===== src/pkg/pipe_lane_regs.vh =====
`ifndef PIPE_LANE_REGS_VH
`define PIPE_LANE_REGS_VH

// ----------------------------------------
// timing
// ----------------------------------------
`define CLK_PERIOD_NS 4
`define RATE_SW_NS 1000
`define RATE_SW_CYC ((`RATE_SW_NS + `CLK_PERIOD_NS - 1) / `CLK_PERIOD_NS)
`define RX_IDLE_NS 512
`define RX_IDLE_CYC (`RX_IDLE_NS / `CLK_PERIOD_NS)

// ----------------------------------------
// rate select codes
// ----------------------------------------
`define RATE_GEN1 2'h0
`define RATE_GEN2 2'h1

// ----------------------------------------
// power states
// ----------------------------------------
`define PWR_P0 2'h0
`define PWR_P0S 2'h1
`define PWR_P1 2'h2
`define PWR_P2 2'h3

// ----------------------------------------
// receive status codes
// ----------------------------------------
`define RXST_OK 3'h0
`define RXST_SKP_ADD 3'h1
`define RXST_SKP_DEL 3'h2
`define RXST_RX_PRESENT 3'h3
`define RXST_OVERFLOW 3'h5
`define RXST_UNDERFLOW 3'h6

// ----------------------------------------
// symbols, {k, byte}
// ----------------------------------------
`define SYM_COM 9'h1_BC
`define SYM_SKP 9'h1_1C
`define SYM_EDB 9'h1_FE

// ----------------------------------------
// fifo layout: {ins_mark, status[2:0], sym[8:0]}
// ----------------------------------------
`define RM_SYM_W 9
`define RM_ST_LSB 9
`define RM_INS_BIT 12
`define RM_ENTRY_W 13
`define RM_AW 4
`define RM_LOW_MARK 4
`define RM_HIGH_MARK 12

// ----------------------------------------
// compliance pattern, 10-bit coded words
// ----------------------------------------
`define CPAT_0 10'h0_FA
`define CPAT_1 10'h2_AA
`define CPAT_2 10'h3_05
`define CPAT_3 10'h1_55
`define PAR_W 10

`endif


===== src/rtl/rm_fifo_mem.v =====
// ----------------------------------------
// storage with registered read and write forwarding
// ----------------------------------------
module rm_fifo_mem #(
	parameter W = 13,
	parameter AW = 4
) (
	// clock
	input wire mclk_in,
	// write side
	input wire wr_en_in,
	input wire [AW-1:0] wr_addr_in,
	input wire [W-1:0] wr_data_in,
	// read side
	input wire [AW-1:0] rd_addr_in,
	output reg [W-1:0] rd_data_out
);
	reg [W-1:0] mem [0:(1<<AW)-1];

	always @(posedge mclk_in) begin
		if (wr_en_in) begin
			mem[wr_addr_in] <= wr_data_in;
		end
	end

	// same-cycle write to the addressed word is passed through
	always @(posedge mclk_in) begin
		if (wr_en_in && (wr_addr_in == rd_addr_in)) begin
			rd_data_out <= wr_data_in;
		end else begin
			rd_data_out <= mem[rd_addr_in];
		end
	end
endmodule // rm_fifo_mem


===== src/rtl/two_entry_buf.v =====
// ----------------------------------------
// two-entry buffer, registered outputs
// ----------------------------------------
module two_entry_buf #(
	parameter W = 12
) (
	// clock and reset
	input wire mclk_in,
	input wire rst_in,
	// fill side
	input wire in_valid_in,
	input wire [W-1:0] in_data_in,
	output reg in_ready_out,
	// drain side
	output reg out_valid_out,
	output reg [W-1:0] out_data_out,
	input wire out_ready_in
);
	reg [W-1:0] spare_r;
	reg spare_vld_r;
	wire push = in_valid_in && in_ready_out;
	wire pull = out_valid_out && out_ready_in;

	always @(posedge mclk_in) begin
		if (rst_in) begin
			out_valid_out <= 1'b0;
			out_data_out <= {W{1'b0}};
			spare_r <= {W{1'b0}};
			spare_vld_r <= 1'b0;
			in_ready_out <= 1'b1;
		end else begin
			if (!out_valid_out || pull) begin
				if (spare_vld_r) begin
					out_data_out <= spare_r;
					out_valid_out <= 1'b1;
					spare_vld_r <= push;
					spare_r <= in_data_in;
					in_ready_out <= 1'b1;
				end else begin
					out_data_out <= in_data_in;
					out_valid_out <= push;
					in_ready_out <= 1'b1;
				end
			end else if (push) begin
				// head stalled: word parks in the spare slot
				spare_r <= in_data_in;
				spare_vld_r <= 1'b1;
				in_ready_out <= 1'b0;
			end
		end
	end
endmodule // two_entry_buf


===== src/rtl/pipe_lane.v =====
`include "pipe_lane_regs.vh"

module pipe_lane #(
	parameter AW = `RM_AW,
	parameter LOW_MARK = `RM_LOW_MARK,
	parameter HIGH_MARK = `RM_HIGH_MARK,
	parameter RATE_SW_CYC = `RATE_SW_CYC,
	parameter RX_IDLE_CYC = `RX_IDLE_CYC
) (
	// clock and reset
	input wire mclk_in,
	input wire rst_in,
	// MAC control
	input wire [1:0] rate_in,
	input wire [1:0] powerdown_in,
	input wire tx_elecidle_in,
	input wire detect_req_in,
	input wire compliance_in,
	input wire zero_ppm_in,
	// transmit coded data
	input wire [`PAR_W-1:0] tx_code_in,
	output reg [`PAR_W-1:0] tx_par_out,
	output reg tx_elecidle_out,
	// PMA control
	output reg [1:0] rate_sel_out,
	output reg rxdet_cmd_out,
	input wire rxdet_done_in,
	input wire rxdet_present_in,
	// receive symbols from decoder
	input wire rx_valid_in,
	input wire [8:0] rx_sym_in,
	// receive to MAC
	output reg rx_valid_out,
	output reg [8:0] rx_data_out,
	output reg [2:0] rx_status_out,
	input wire rx_ready_in,
	output reg phy_status_out,
	output reg receive_idle_inference_out
);
	localparam CW = AW + 1;
	localparam [CW-1:0] DEPTH = 1 << AW;
	localparam [CW-1:0] LOW_C = LOW_MARK;
	localparam [CW-1:0] HIGH_C = HIGH_MARK;
	localparam [15:0] RSW_LAST = RATE_SW_CYC - 1;
	localparam [15:0] IDLE_LAST = RX_IDLE_CYC - 1;
	localparam BW = `RM_ENTRY_W - 1;

	// ----------------------------------------
	// rate switching
	// ----------------------------------------
	reg sw_busy_r;
	reg [15:0] sw_cnt_r;
	reg sw_done_r;
	wire rate_legal = (rate_in == `RATE_GEN1) || (rate_in == `RATE_GEN2);

	always @(posedge mclk_in) begin
		if (rst_in) begin
			rate_sel_out <= `RATE_GEN1;
			sw_busy_r <= 1'b0;
			sw_cnt_r <= 16'h0000;
			sw_done_r <= 1'b0;
		end else begin
			sw_done_r <= 1'b0;
			if (sw_busy_r) begin
				if (sw_cnt_r == 16'h0000) begin
					sw_busy_r <= 1'b0;
					sw_done_r <= 1'b1;
				end else begin
					sw_cnt_r <= sw_cnt_r - 16'h0001;
				end
			end else if (rate_legal && (rate_in != rate_sel_out)) begin
				rate_sel_out <= rate_in;
				sw_busy_r <= 1'b1;
				sw_cnt_r <= RSW_LAST;
			end
		end
	end

	// ----------------------------------------
	// power state and receiver detect
	// ----------------------------------------
	reg [1:0] pwr_r;
	reg pwr_chg_r;
	reg det_req_d_r;
	reg det_done_r;
	reg det_found_r;

	always @(posedge mclk_in) begin
		if (rst_in) begin
			pwr_r <= `PWR_P1;
			pwr_chg_r <= 1'b0;
			det_req_d_r <= 1'b0;
			rxdet_cmd_out <= 1'b0;
			det_done_r <= 1'b0;
			det_found_r <= 1'b0;
		end else begin
			pwr_r <= powerdown_in;
			pwr_chg_r <= (powerdown_in != pwr_r);
			det_req_d_r <= detect_req_in;
			det_done_r <= 1'b0;
			if (rxdet_cmd_out) begin
				if (rxdet_done_in) begin
					rxdet_cmd_out <= 1'b0;
					det_done_r <= 1'b1;
					det_found_r <= rxdet_present_in;
				end
			end else if (detect_req_in && !det_req_d_r && (pwr_r == `PWR_P1)) begin
				rxdet_cmd_out <= 1'b1;
			end
		end
	end

	// ----------------------------------------
	// transmit path
	// ----------------------------------------
	reg [1:0] cpat_idx_r;
	reg [`PAR_W-1:0] cpat_word;

	always @* begin
		case (cpat_idx_r)
			2'h0: cpat_word = `CPAT_0;
			2'h1: cpat_word = `CPAT_1;
			2'h2: cpat_word = `CPAT_2;
			default: cpat_word = `CPAT_3;
		endcase
	end

	always @(posedge mclk_in) begin
		if (rst_in) begin
			tx_par_out <= {`PAR_W{1'b0}};
			tx_elecidle_out <= 1'b1;
			cpat_idx_r <= 2'h0;
		end else begin
			// idle on request or any low power state
			tx_elecidle_out <= tx_elecidle_in || (powerdown_in != `PWR_P0);
			if (compliance_in) begin
				cpat_idx_r <= cpat_idx_r + 2'h1;
				tx_par_out <= cpat_word;
			end else begin
				cpat_idx_r <= 2'h0;
				tx_par_out <= tx_code_in;
			end
		end
	end

	// ----------------------------------------
	// rate match fifo, write side
	// ----------------------------------------
	reg [CW-1:0] cnt_r;
	reg [AW-1:0] wr_ptr_r;
	reg [AW-1:0] rd_ptr_r;
	reg del_arm_r;
	reg full_pend_r;
	reg [2:0] wr_tag;
	wire wr_com = (rx_sym_in == `SYM_COM);
	wire wr_skp = (rx_sym_in == `SYM_SKP);
	wire full = (cnt_r == DEPTH);
	// remove the one skip after a marked COM
	wire del_drop = rx_valid_in && del_arm_r && wr_skp;
	wire wr_en = rx_valid_in && !full && !del_drop;
	wire overflow = rx_valid_in && full && !del_drop;
	wire [`RM_ENTRY_W-1:0] wr_word;

	always @* begin
		wr_tag = `RXST_OK;
		// overflow flag on the next stored byte
		if (full_pend_r) begin
			wr_tag = `RXST_OVERFLOW;
		// no compensation in 0 ppm mode
		end else if (wr_com && !zero_ppm_in) begin
			if (cnt_r < LOW_C) begin
				wr_tag = `RXST_SKP_ADD;
			end else if (cnt_r >= HIGH_C) begin
				wr_tag = `RXST_SKP_DEL;
			end
		end
	end

	assign wr_word = {(wr_tag == `RXST_SKP_ADD), wr_tag, rx_sym_in};

	always @(posedge mclk_in) begin
		if (rst_in) begin
			wr_ptr_r <= {AW{1'b0}};
			del_arm_r <= 1'b0;
			full_pend_r <= 1'b0;
		end else begin
			if (wr_en) begin
				wr_ptr_r <= wr_ptr_r + {{(AW-1){1'b0}}, 1'b1};
			end
			if (rx_valid_in) begin
				del_arm_r <= wr_en && (wr_tag == `RXST_SKP_DEL);
			end
			if (overflow) begin
				full_pend_r <= 1'b1;
			end else if (wr_en) begin
				full_pend_r <= 1'b0;
			end
		end
	end

	// ----------------------------------------
	// rate match fifo, read side
	// ----------------------------------------
	reg ins_pend_r;
	reg edb_pend_r;
	reg [BW-1:0] push_word;
	wire [`RM_ENTRY_W-1:0] head;
	wire buf_ready;
	wire have = (cnt_r != {CW{1'b0}});
	wire gen_pend = ins_pend_r || edb_pend_r;
	wire push = buf_ready && (gen_pend || have);
	wire pop = buf_ready && !gen_pend && have;
	wire [AW-1:0] rd_ptr_nxt = rd_ptr_r + {{(AW-1){1'b0}}, pop};
	wire [CW-1:0] cnt_nxt = cnt_r + {{(CW-1){1'b0}}, wr_en} - {{(CW-1){1'b0}}, pop};

	always @* begin
		if (ins_pend_r) begin
			push_word = {`RXST_OK, `SYM_SKP};
		end else if (edb_pend_r) begin
			push_word = {`RXST_UNDERFLOW, `SYM_EDB};
		end else begin
			push_word = head[BW-1:0];
		end
	end

	always @(posedge mclk_in) begin
		if (rst_in) begin
			cnt_r <= {CW{1'b0}};
			rd_ptr_r <= {AW{1'b0}};
			ins_pend_r <= 1'b0;
			edb_pend_r <= 1'b0;
		end else begin
			cnt_r <= cnt_nxt;
			rd_ptr_r <= rd_ptr_nxt;
			// one skip follows a marked COM
			if (pop && head[`RM_INS_BIT]) begin
				ins_pend_r <= 1'b1;
			end else if (buf_ready) begin
				ins_pend_r <= 1'b0;
			end
			if (pop && (cnt_r == {{(CW-1){1'b0}}, 1'b1}) && !wr_en) begin
				edb_pend_r <= 1'b1;
			end else if (buf_ready && !ins_pend_r) begin
				edb_pend_r <= 1'b0;
			end
		end
	end

	rm_fifo_mem #(
		.W(`RM_ENTRY_W),
		.AW(AW)
	) u_mem (
		.mclk_in(mclk_in),
		.wr_en_in(wr_en),
		.wr_addr_in(wr_ptr_r),
		.wr_data_in(wr_word),
		.rd_addr_in(rd_ptr_nxt),
		.rd_data_out(head)
	);

	// ----------------------------------------
	// output buffer and MAC-facing registers
	// ----------------------------------------
	wire buf_vld;
	wire [BW-1:0] buf_word;
	wire out_load = !rx_valid_out || rx_ready_in;

	two_entry_buf #(
		.W(BW)
	) u_buf (
		.mclk_in(mclk_in),
		.rst_in(rst_in),
		.in_valid_in(push),
		.in_data_in(push_word),
		.in_ready_out(buf_ready),
		.out_valid_out(buf_vld),
		.out_data_out(buf_word),
		.out_ready_in(out_load)
	);

	always @(posedge mclk_in) begin
		if (rst_in) begin
			rx_valid_out <= 1'b0;
			rx_data_out <= 9'h000;
			rx_status_out <= `RXST_OK;
			phy_status_out <= 1'b0;
		end else begin
			phy_status_out <= sw_done_r || pwr_chg_r || det_done_r;
			if (out_load) begin
				rx_valid_out <= buf_vld;
				rx_data_out <= buf_word[8:0];
			end
			if (det_done_r) begin
				rx_status_out <= det_found_r ? `RXST_RX_PRESENT : `RXST_OK;
			// fifo flag travels with its symbol
			end else if (out_load) begin
				rx_status_out <= buf_vld ? buf_word[BW-1:`RM_ST_LSB] : `RXST_OK;
			end
		end
	end

	// ----------------------------------------
	// receive idle inference
	// ----------------------------------------
	reg [15:0] idle_cnt_r;

	always @(posedge mclk_in) begin
		if (rst_in) begin
			idle_cnt_r <= 16'h0000;
			receive_idle_inference_out <= 1'b0;
		end else if (rx_valid_in) begin
			idle_cnt_r <= 16'h0000;
			receive_idle_inference_out <= 1'b0;
		end else if (idle_cnt_r == IDLE_LAST) begin
			receive_idle_inference_out <= 1'b1;
		end else begin
			idle_cnt_r <= idle_cnt_r + 16'h0001;
		end
	end
endmodule // pipe_lane


===== config.mk =====
export PLATFORM = sky130hd
export DESIGN_NAME = pipe_lane
export DESIGN_NICKNAME = d
export VERILOG_FILES = /design/src/rtl/rm_fifo_mem.v /design/src/rtl/two_entry_buf.v /design/src/rtl/pipe_lane.v
export VERILOG_INCLUDE_DIRS = /design/src /design/src/pkg
export SDC_FILE = /design/constraint.sdc
export NUM_CORES = 1
export LEC_CHECK = 0
export BUFFER_PORTS_ARGS = -buffer_cell sky130_fd_sc_hd__clkbuf_2
export CAP_MARGIN = 5
export CELL_PAD_IN_SITES_DETAIL_PLACEMENT = 0
export CELL_PAD_IN_SITES_GLOBAL_PLACEMENT = 1
export CORE_AREA = 2 2 213 215
export DETAILED_ROUTE_END_ITERATION = 8
export DIE_AREA = 0 0 215 217
export GPL_TIMING_DRIVEN = 0
export PLACE_DENSITY_LB_ADDON = 0.1
export REMOVE_ABC_BUFFERS = 1
export SYNTH_ARGS = -nofsm -noshare
export SYNTH_HDL_FRONTEND = slang
export SYNTH_SLANG_ARGS = --single-unit

===== constraint.sdc =====
create_clock -name mclk_in -period 5.8 [get_ports mclk_in]
set_input_delay 0.58 -clock mclk_in [delete_from_list [all_inputs] [get_ports mclk_in]]
set_output_delay 0.58 -clock mclk_in [all_outputs]
set_load 0.005 [all_outputs]

# [Word-level counts from Yosys, hierarchy flattened]
# Memories as Yosys holds them, arrays and structs flattened. A register that Yosys moved wholly into a read port is not among the register bits.
# Index checks and enable logic that the tools add are counted.
[totals] ff_bits=115 ram_bits=208 in_bits=33 word_cells=155 output_inout_bits=29 n_memories=1
[mem_list] name="u_mem.mem" words=16 width=13 rd=1 rd_ports_with_merged_regs=1 wr=1 line="rm_fifo_mem.v:18" text="reg [W-1:0] mem [0:(1<<AW)-1];"
[op_classes] n_mux=39 add_sub_neg=7 magnitude_cmp=2 n_reduce_logical=57 bitwise=3 n_eq_ne=15
[ops] op="12-bit 2-to-1 mux" count=6
[ops] op="16-bit 2-to-1 mux" count=3
[ops] op="10-bit case mux with 3 select lines" count=1
[ops] op="1-bit logical AND" count=20
[ops] op="1-bit 2-to-1 mux" count=20
[ops] op="9-bit equality test, second input constant" count=2
[ops] op="16-bit by 1-bit adder with 16-bit output, second input constant" count=1
[ops] op="16-bit by 7-bit equality test with 1-bit output, second input constant" count=1
[ops] op="16-bit zero test" count=1
[ops] op="16-bit by 1-bit subtractor with 16-bit output, second input constant" count=1
[ops] op="2-bit nonzero test" count=7
[ops] op="3-bit 2-to-1 mux" count=4
[ops] op="10-bit 2-to-1 mux" count=1
[ops] op="2-bit OR reduction" count=5
[ops] op="1-bit zero test" count=9
[ops] op="1-bit logical OR" count=8
[ops] op="2-bit 2-to-1 mux" count=4
[ops] op="2-bit AND reduction" count=4
[ops] op="5-bit by 1-bit adder with 5-bit output" count=1
[ops] op="5-bit by 1-bit equality test with 1-bit output, second input constant" count=1
[ops] op="5-bit equality test, second input constant" count=1
[ops] op="5-bit by 4-bit greater-or-equal comparator with 1-bit output, second input constant" count=1
[ops] op="5-bit by 3-bit less-than comparator with 1-bit output, second input constant" count=1
[ops] op="5-bit nonzero test" count=1
[ops] op="13 further kinds" count=19

# [Logic depth before layout (Yosys ltp)]
# Gate-level depths: netlist (run 1).
[logic_depth] depth_word=7 mapped_depth=15 depth_no_buf=14

# [Cells and area by module]
# Synthesis (run 1) repeated with hierarchy kept, for this count alone.
[hier_totals] hier_cells=916 hier_area_um2=13210.2
[by_module_without_submodules] mod="rm_fifo_mem" seq_area_each_um2=6326.1 cells_each=346 n_inst=1 area_per_inst_um2=8062.7
[by_module_without_submodules] mod="pipe_lane" seq_area_each_um2=1761.7 cells_each=452 n_inst=1 area_per_inst_um2=3956.3
[by_module_without_submodules] mod="two_entry_buf" seq_area_each_um2=540.5 cells_each=118 n_inst=1 area_per_inst_um2=1191.1

# [Worst setup path after synthesis (run 1)]
# Ideal clock, no wire load.
[synth_timing] kind="in2reg" start="input rx_sym_in[1]" end="register cnt_r[4]" t_required_ns=5.672 setup_slack_ns=2.809 cell_stages=13 n_path_buf=1 arrival_ns=2.863 setup_time_ns=0.128 cell_sequence="or3b_2 -> o311a_1 -> clkbuf_1 -> inv_1 -> ha_1 -> inv_1 -> ha_1 -> fa_1 -> a21oi_1 -> nor2_1 -> nor2_1 -> xnor2_1 -> nor2_1"
[synth_between] elab_chain_cells=6
[synth_rtl] item="from (decl)" line="pipe_lane.v:31" text="input wire [8:0] rx_sym_in,"
[synth_rtl] item="9-bit equality test (no line)"
[synth_rtl] item="1-bit logical AND" line="pipe_lane.v:159" text="wire del_drop = rx_valid_in && del_arm_r && wr_skp;"
[synth_rtl] item="1-bit zero test" line="pipe_lane.v:160" text="wire wr_en = rx_valid_in && !full && !del_drop;"
[synth_rtl] item="1-bit logical AND" line="pipe_lane.v:160"
[synth_rtl] item="5-bit by 1-bit adder with 5-bit output" line="pipe_lane.v:214" text="wire [CW-1:0] cnt_nxt = cnt_r + {{(CW-1){1'b0}}, wr_en} - {{(CW-1){1'b0}}, pop};"
[synth_rtl] item="5-bit by 1-bit subtractor with 5-bit output" line="pipe_lane.v:214"
[synth_rtl] item="to (signal assigned)" line="pipe_lane.v:228" text="cnt_r <= {CW{1'b0}};"
[synth_rtl] item="to (signal assigned)" line="pipe_lane.v:233" text="cnt_r <= cnt_nxt;"
[synth_rtl] item="to (decl)" line="pipe_lane.v:149" text="reg [CW-1:0] cnt_r;"
# Every way passes these cells.
# A chain may end at the register's enable or synchronous reset.

# [Worst setup path in the final report (run 1)]
[layout_timing] start="register cnt_r[2]" end="register cnt_r[4]"
[layout_between] elab_chain_cells=6 word_cells_on_any_way=8 cone_classes="add/sub: 2; eq/ne: 1; reduce/logical: 5"
[layout_rtl] item="5-bit equality test" line="pipe_lane.v:157" text="wire full = (cnt_r == DEPTH);"
[layout_rtl] item="1-bit zero test" line="pipe_lane.v:160"
[layout_rtl] item="1-bit logical AND (2 in series)" line="pipe_lane.v:160"
[layout_rtl] item="5-bit by 1-bit adder with 5-bit output" line="pipe_lane.v:214"
[layout_rtl] item="5-bit by 1-bit subtractor with 5-bit output *" line="pipe_lane.v:214"
# Mark *: on every way between the ends. The rest lies on a longest branch, timed or not.

==> results of run 1 <==
[final timing paths]
| check | from | to | slack, ns |
|---|---|---|---|
| max reg2reg | cnt_r[2] | cnt_r[4] | 2.52 |
| min | tx_elecidle_in | tx_elecidle_out | 0.22 |
| max | cnt_r[2] | cnt_r[4] | 2.52 |
| min reg2reg | rd_ptr_r[3] | register | 0.45 |
[final cells by class]
| class | instances | share of cell area [%] |
|---|---|---|
| flip-flops and latches | 327 | 55.1 |
| well taps | 600 | 4.79 |
| inverters | 26 | 0.623 |
| clock buffers | 52 | 6.90 |
| clock inverters | 17 | 0.727 |
| multi-input cells | 571 | 27.2 |
| repair buffers | 86 | 4.66 |
[metrics by stage]
| stage | util, % | hold WS, ns | setup WS, ns | std cells | area, µm² |
|---|---|---|---|---|---|
| 5_1_grt | 35.0 | 0.228 | 2.29 | 1679 | 15700 |
| 4_1_cts | 35.0 | 0.187 | 2.45 | 1679 | 15700 |
| 3_3_place_gp | 31.3 | 0.433 | 0.0920 | 1585 | 14000 |
| 6_report | 35.0 | 0.220 | 2.52 | 1679 | 15700 |
| 2_1_floorplan | - | 0.415 | 1.98 | 924 | 12900 |
| 3_5_place_dp | 32.4 | 0.437 | 2.16 | 1610 | 14500 |
[Yosys cell counts (all sizes together) (18+ instances only)]
cell / instances
edfxtp: 208
dfxtp: 119
nor2: 81
mux2i: 68
nand2: 60
a21oi: 53
clkbuf: 31
inv: 26
ha: 22
mux4: 20
a211oi: 19
o21ai: 18
[kinds of logic after synthesis]
kind of cell / after synthesis
flip-flops: 327
buffers and inverters: 74
adder cells (fa/ha/maj): 24
AND/OR/NAND/NOR: 244
XOR/XNOR: 31
AO/OA/AOI/OAI: 182
multiplexers: 90
[critical path, cell delays in order, from the launching register on]
cell and delay, ns:
dfxtp_1 0.42, inv_1 0.09, ha_1 0.24, or4bb_1 0.24, o311a_1 0.45, inv_1 0.22, ha_1 0.33, inv_1 0.04
ha_1 0.20, fa_1 0.41, a21oi_1 0.16, nor2_1 0.06, nor2_1 0.12, xnor2_1 0.13, nor2_1 0.05
[power groups by stage]
stage	Clock [mW]	Combinational [mW]	Sequential [mW]
6_report	2.31	1.47	2.87
5_1_grt	2.48	1.63	2.90
4_1_cts	2.40	1.49	2.88
3_5_place_dp	0	1.49	2.92
3_3_place_gp	0	1.40	2.99
2_1_floorplan	0	0.953	2.89
[metal layers]
metal | GRT usage (%) | vias to the layer above | routed length [µm]
met2 | 23.6 | 114 | 15500
met4 | 4.99 | 2 | 737
li1 | - | 3826 | -
met3 | 2.47 | 46 | 1260
met1 | 18.7 | 3876 | 14900
met5 | 0 | - | 13
[sequential cells by signal, summed over array words and instances, names as in the netlist, 2 cells and up, named ones only]
signal / count
cnt_r: 5
rx_data_out: 9
tx_par_out: 10
idle_cnt_r: 16
cpat_idx_r: 2
u_mem.mem: 208
rx_status_out: 3
u_buf.spare_r: 12
rate_sel_out: 2
sw_cnt_r: 16
pwr_r: 2
u_buf.out_data_out: 12
rd_ptr_r: 4
wr_ptr_r: 4
==> results.txt, run 1 <==
Power per cell area: 424 nW/µm²
TritonCTS clock tree: built
Path depth of the worst reg2reg path: 14
Compound-gate portion of the synthesized area: 9.53%
Area of the placeable core: 44700 µm²
Die outline width: 215 µm
Mean routed wirelength per cell: 19.3 µm
Yosys top cell area share: 47.6%
Post-synthesis adder-cell area fraction: 2.33%
Final GP Congestion: 0.706
Number of flops mapped to enable cells by yosys: 208
Die Area: 46700 µm²
Longest Clk Path Bufs: 3
Worst Max-Slew Pin Slew: 1.16 ns
Cts repair resizes: 0
Ranking of synthesized cells by area: edfxtp_1, dfxtp_1, mux2i_1
Number of synthesis warnings: 0
Number of setup buffers added after CTS: 0
Final critical delay including setup and external delays: 3.28 ns
Combinational power share: 22.1%
Hold violation total from the final report: 0
Final Total Pwr: 6.65 mW
Data arrival time of the critical path: 3.70 ns
Port-buffer cells: 61
Effective utilization at floorplan: 29.3%
Total iterations of the first detailed-routing run: 4
Status: finished clean
Multiplexer share of the synthesized area: 8.80%
Area of the multi-input gates: 4260 µm²
Most common cell after layout, fill and taps aside: edfxtp_1
Worst Setup Path Type: reg2reg
Number of antenna violations at the first check in global routing: 1
Starting DRT DRC Count: 418
TritonCTS Buffers: 40
Clk_skew: 0.0118 ns
Number of rows created at floorplan: 78
Remaining routing DRC violations: 0
Sw Pwr: 1.97 mW
Fin nets: 1108
Gate Count Post-Synth: 972
Xor-xnor portion of the synthesized cell area: 2.07%
CP Capture Type: register
Setup repair after global routing missed its margin: no
Worst-Skew Late Latency: 0.55 ns
Routed via count divided by cell count: 4.68
Root Driver: clkbuf_16
Clock-pin slew on the worst setup and hold paths: 0.06 ns
Register Area: 8630 µm²
Share of power burned in the clock network: 34.8%
Total global-route track usage: 14.2%
Die Y-Extent: 217 µm
Portion of the post-synthesis area used by sequential elements: 65.8%
Share of synthesized flip-flops with an asynchronous set or reset: 0%
Antenna violation net count after detailed routing: 0
Crit path required time: 6.22 ns
Number of levels in the clock H-tree: 2
Hold WC Path Type: in2reg
Synthesized flop and latch total: 327
Worst supply voltage drop on vdd: 189 µV
Count of distinct cell types in the synthesized netlist: 67
Pins Over Slew Limit: 0
Global-route wire length before repair: 49900 µm
Ratio of final minimum period to clock period: 56.5%
Largest family of logic cells by synthesized area: compound AO/OA/AOI/OAI gates
Leftover overflow at the end of global routing: 0
Sum of negative setup slack: 0 ns
Max-slew headroom: 21.9%
Switching fraction of total power: 29.6%
Fraction of final layout cells with drive strength greater than 1: 18.6%
Synth area leader: edfxtp_1
Sort of element at the start of the critical path: register
Max-cap violations: 0
Mean instance size in the synthesized netlist: 13.5 µm²
Maximum clock frequency: 0.305 GHz
Pin count of the biggest net entering global routing: 71
Number of global-route vias before repair: 7990
Lkg Pwr: 5.44 nW
Internal portion of total power: 4.68 mW
Area share of and/or/nand/nor cells after synthesis: 9.22%
Post-cts hold buffer count: 0
Layout area overhead: 19.5%
Critical path fanouts, max: 10
Post-DP HPWL: 21100 µm
Total of endpoints with negative setup slack in the final report: 0
Total of fill cells in the finished design: 4419
WHS Path Cells: 2
Diode insertion count for antenna repair: 0
Via total after detailed routing: 7864
I/O Pins: 62
Top FF cell, synth: edfxtp_1
Most used cells in the layout excluding fill and tap cells: edfxtp_1, dfxtp_1, nor2_1, mux2i_1
Overall routed net length: 32400 µm
Syn Std Cell Area: 13100 µm²
CTS Sinks: 327
Power share of the sequential group: 43.1%
Note: power is estimated with default switching activity, not from simulation.
==> run 2: changes to the inputs <==
==> constraint.sdc (replaced) <==
create_clock -name mclk_in -period 3.3 [get_ports mclk_in]
set_input_delay 0.33 -clock mclk_in [delete_from_list [all_inputs] [get_ports mclk_in]]
set_output_delay 0.33 -clock mclk_in [all_outputs]
set_load 0.005 [all_outputs]
==> results.txt, run 2 (same netlist as run 1, synthesis figures left out) <==
Most used cells in the layout excluding fill and tap cells: edfxtp_1, dfxtp_1, nor2_1, mux2i_1
Post-DP HPWL: 21100 µm
Max-cap violations: 0
Number of rows created at floorplan: 78
Routed via count divided by cell count: 4.66
Final GP Congestion: 0.706
CP Capture Type: register
Worst Max-Slew Pin Slew: 1.04 ns
Hold path endpoint: tx_par_out[9]
Pin count of the biggest net entering global routing: 71
WHS Path Cells: 3
Worst supply voltage drop on vdd: 331 µV
Status: finished clean
Port-buffer cells: 61
Hold WC Path Type: in2reg
Data arrival time of the critical path: 3.49 ns
Effective utilization at floorplan: 29.3%
Critical path fanouts, max: 10
Leftover overflow at the end of global routing: 0
Worst Hold Launch: tx_code_in[9]
Largest registers: u_mem.mem (208), idle_cnt_r (16), sw_cnt_r (16)
Final cell area excluding filler cells: 15800 µm²
Max-slew headroom: 30.4%
I/O Pins: 62
Area of the placeable core: 44700 µm²
CTS Sinks: 327
Via total after detailed routing: 7897
Post-route non-filler standard cell count: 1693
Critical R2R Launch: cnt_r[3]
Die outline width: 215 µm
Longest Clk Path Bufs: 3
Final Hold Slack: 0.0305 ns
Starting DRT DRC Count: 447
Setup repair after global routing missed its margin: no
Final critical delay including setup and external delays: 3.07 ns
Critical-path cell with the highest stage delay: or4bb_1
Total global-route track usage: 14.2%
Worst-Skew Late Latency: 0.55 ns
Worst Setup Path Type: reg2reg
Global-route wire length before repair: 50100 µm
Fraction of final layout cells with drive strength greater than 1: 18.6%
Die Y-Extent: 217 µm
Remaining routing DRC violations: 0
Worst setup path startpoint: cnt_r[3]
Layout area overhead: 20.7%
End of the worst register-to-register path: cnt_r[4]
Die Area: 46700 µm²
Path depth of the worst reg2reg path: 14
Total of endpoints with negative setup slack in the final report: 0
Diode insertion count for antenna repair: 0
TritonCTS Buffers: 40
Register Area: 8630 µm²
Critical path, cell by cell: inv_1 -> ha_1 -> or4bb_1 -> o311a_4 -> inv_1 -> ha_1 -> inv_1 -> ha_1 -> fa_1 -> a21oi_1 -> nor2_1 -> nor2_1 -> xnor2_1 -> nor2_1
Final Total Pwr: 11.7 mW
Ratio of final minimum period to clock period: 93.0%
Root Driver: clkbuf_16
Number of setup buffers added after CTS: 0
Power per cell area: 739 nW/µm²
Overall routed net length: 32600 µm
Dpl cells: 1610
Largest register by flop count: u_mem.mem
Total iterations of the first detailed-routing run: 4
Sort of element at the start of the critical path: register
Area of the multi-input gates: 4270 µm²
Crit path required time: 3.72 ns
Maximum clock frequency: 0.326 GHz
Mean routed wirelength per cell: 19.2 µm
Cell area reported after detailed placement: 14500 µm²
Flop-to-flop setup slack: 0.23 ns
TritonCTS clock tree: built
Total of fill cells in the finished design: 4406
Fin nets: 1122
Clock-pin slew on the worst setup and hold paths: 0.06 ns
Pins Over Slew Limit: 0
Lkg Pwr: 5.50 nW
Number of levels in the clock H-tree: 2
Sum of negative setup slack: 0 ns
Number of antenna violations at the first check in global routing: 1
Number of global-route vias before repair: 8062
Antenna violation net count after detailed routing: 0
Delay of the slowest critical-path stage: 0.51 ns
Hold violation total from the final report: 0
Clk_skew: 0.0113 ns
Number of flip-flops under the largest register name: 208
Most common cell after layout, fill and taps aside: edfxtp_1
[run 2: metal layers]
layer | vias up | track usage (%) | part of all wire (%)
met5 | - | 0 | 0.040
met4 | 2 | 4.99 | 2.3
met3 | 48 | 2.46 | 4.0
met2 | 116 | 23.7 | 48
met1 | 3876 | 18.7 | 46
li1 | 3855 | - | -
[run 2: cell type report]
type | count | share of cell area (%)
well taps | 600 | 4.75
clock inverters | 17 | 0.720
clock buffers | 52 | 6.83
multi-input cells | 571 | 27.0
repair buffers | 100 | 5.50
inverters | 26 | 0.617
flip-flops and latches | 327 | 54.6
[run 2: worst max path at each step]
stage                                 end  slack, ns  cells past startpoint
floorplan                      ins_pend_r      -0.52                      4
global placement    u_buf.out_data_out[3]      -2.41                      3
detailed placement               cnt_r[4]      -0.09                     13
CTS                      u_buf.spare_r[7]       0.13                      4
global route                     cnt_r[4]       0.04                     14
finish                           cnt_r[4]       0.23                     14
[run 2: worst max-delay path: cells and delay by family, from the launching register on]
kind / cells / cell delay (ns)
fa+ha+maj: 4 / 0.99
simple gates: 4 / 0.74
compound gates: 2 / 0.38
buf+inv: 3 / 0.37
flops: 1 / 0.33
xor+xnor: 1 / 0.13
[run 2: power by group]
group	switching (mW)	internal, mW
Combinational	1.39	1.21
Sequential	0.378	4.66
Clock	1.68	2.38
[run 2: stage by stage]
stage | utilization (%) | setup slack [ns]
2_1_floorplan | - | -0.523
3_3_place_gp | 31.3 | -2.41
3_5_place_dp | 32.4 | -0.0901
4_1_cts | 35.4 | 0.130
5_1_grt | 35.4 | 0.0428
6_report | 35.4 | 0.232
[run 2: repair_timing]
item / CTS / global route
endpoints found under the setup margin: 1 / 7
gates resized for setup: 1 / 2
hold endpoints to repair: 13 / 0
hold buffers: 14 / 0
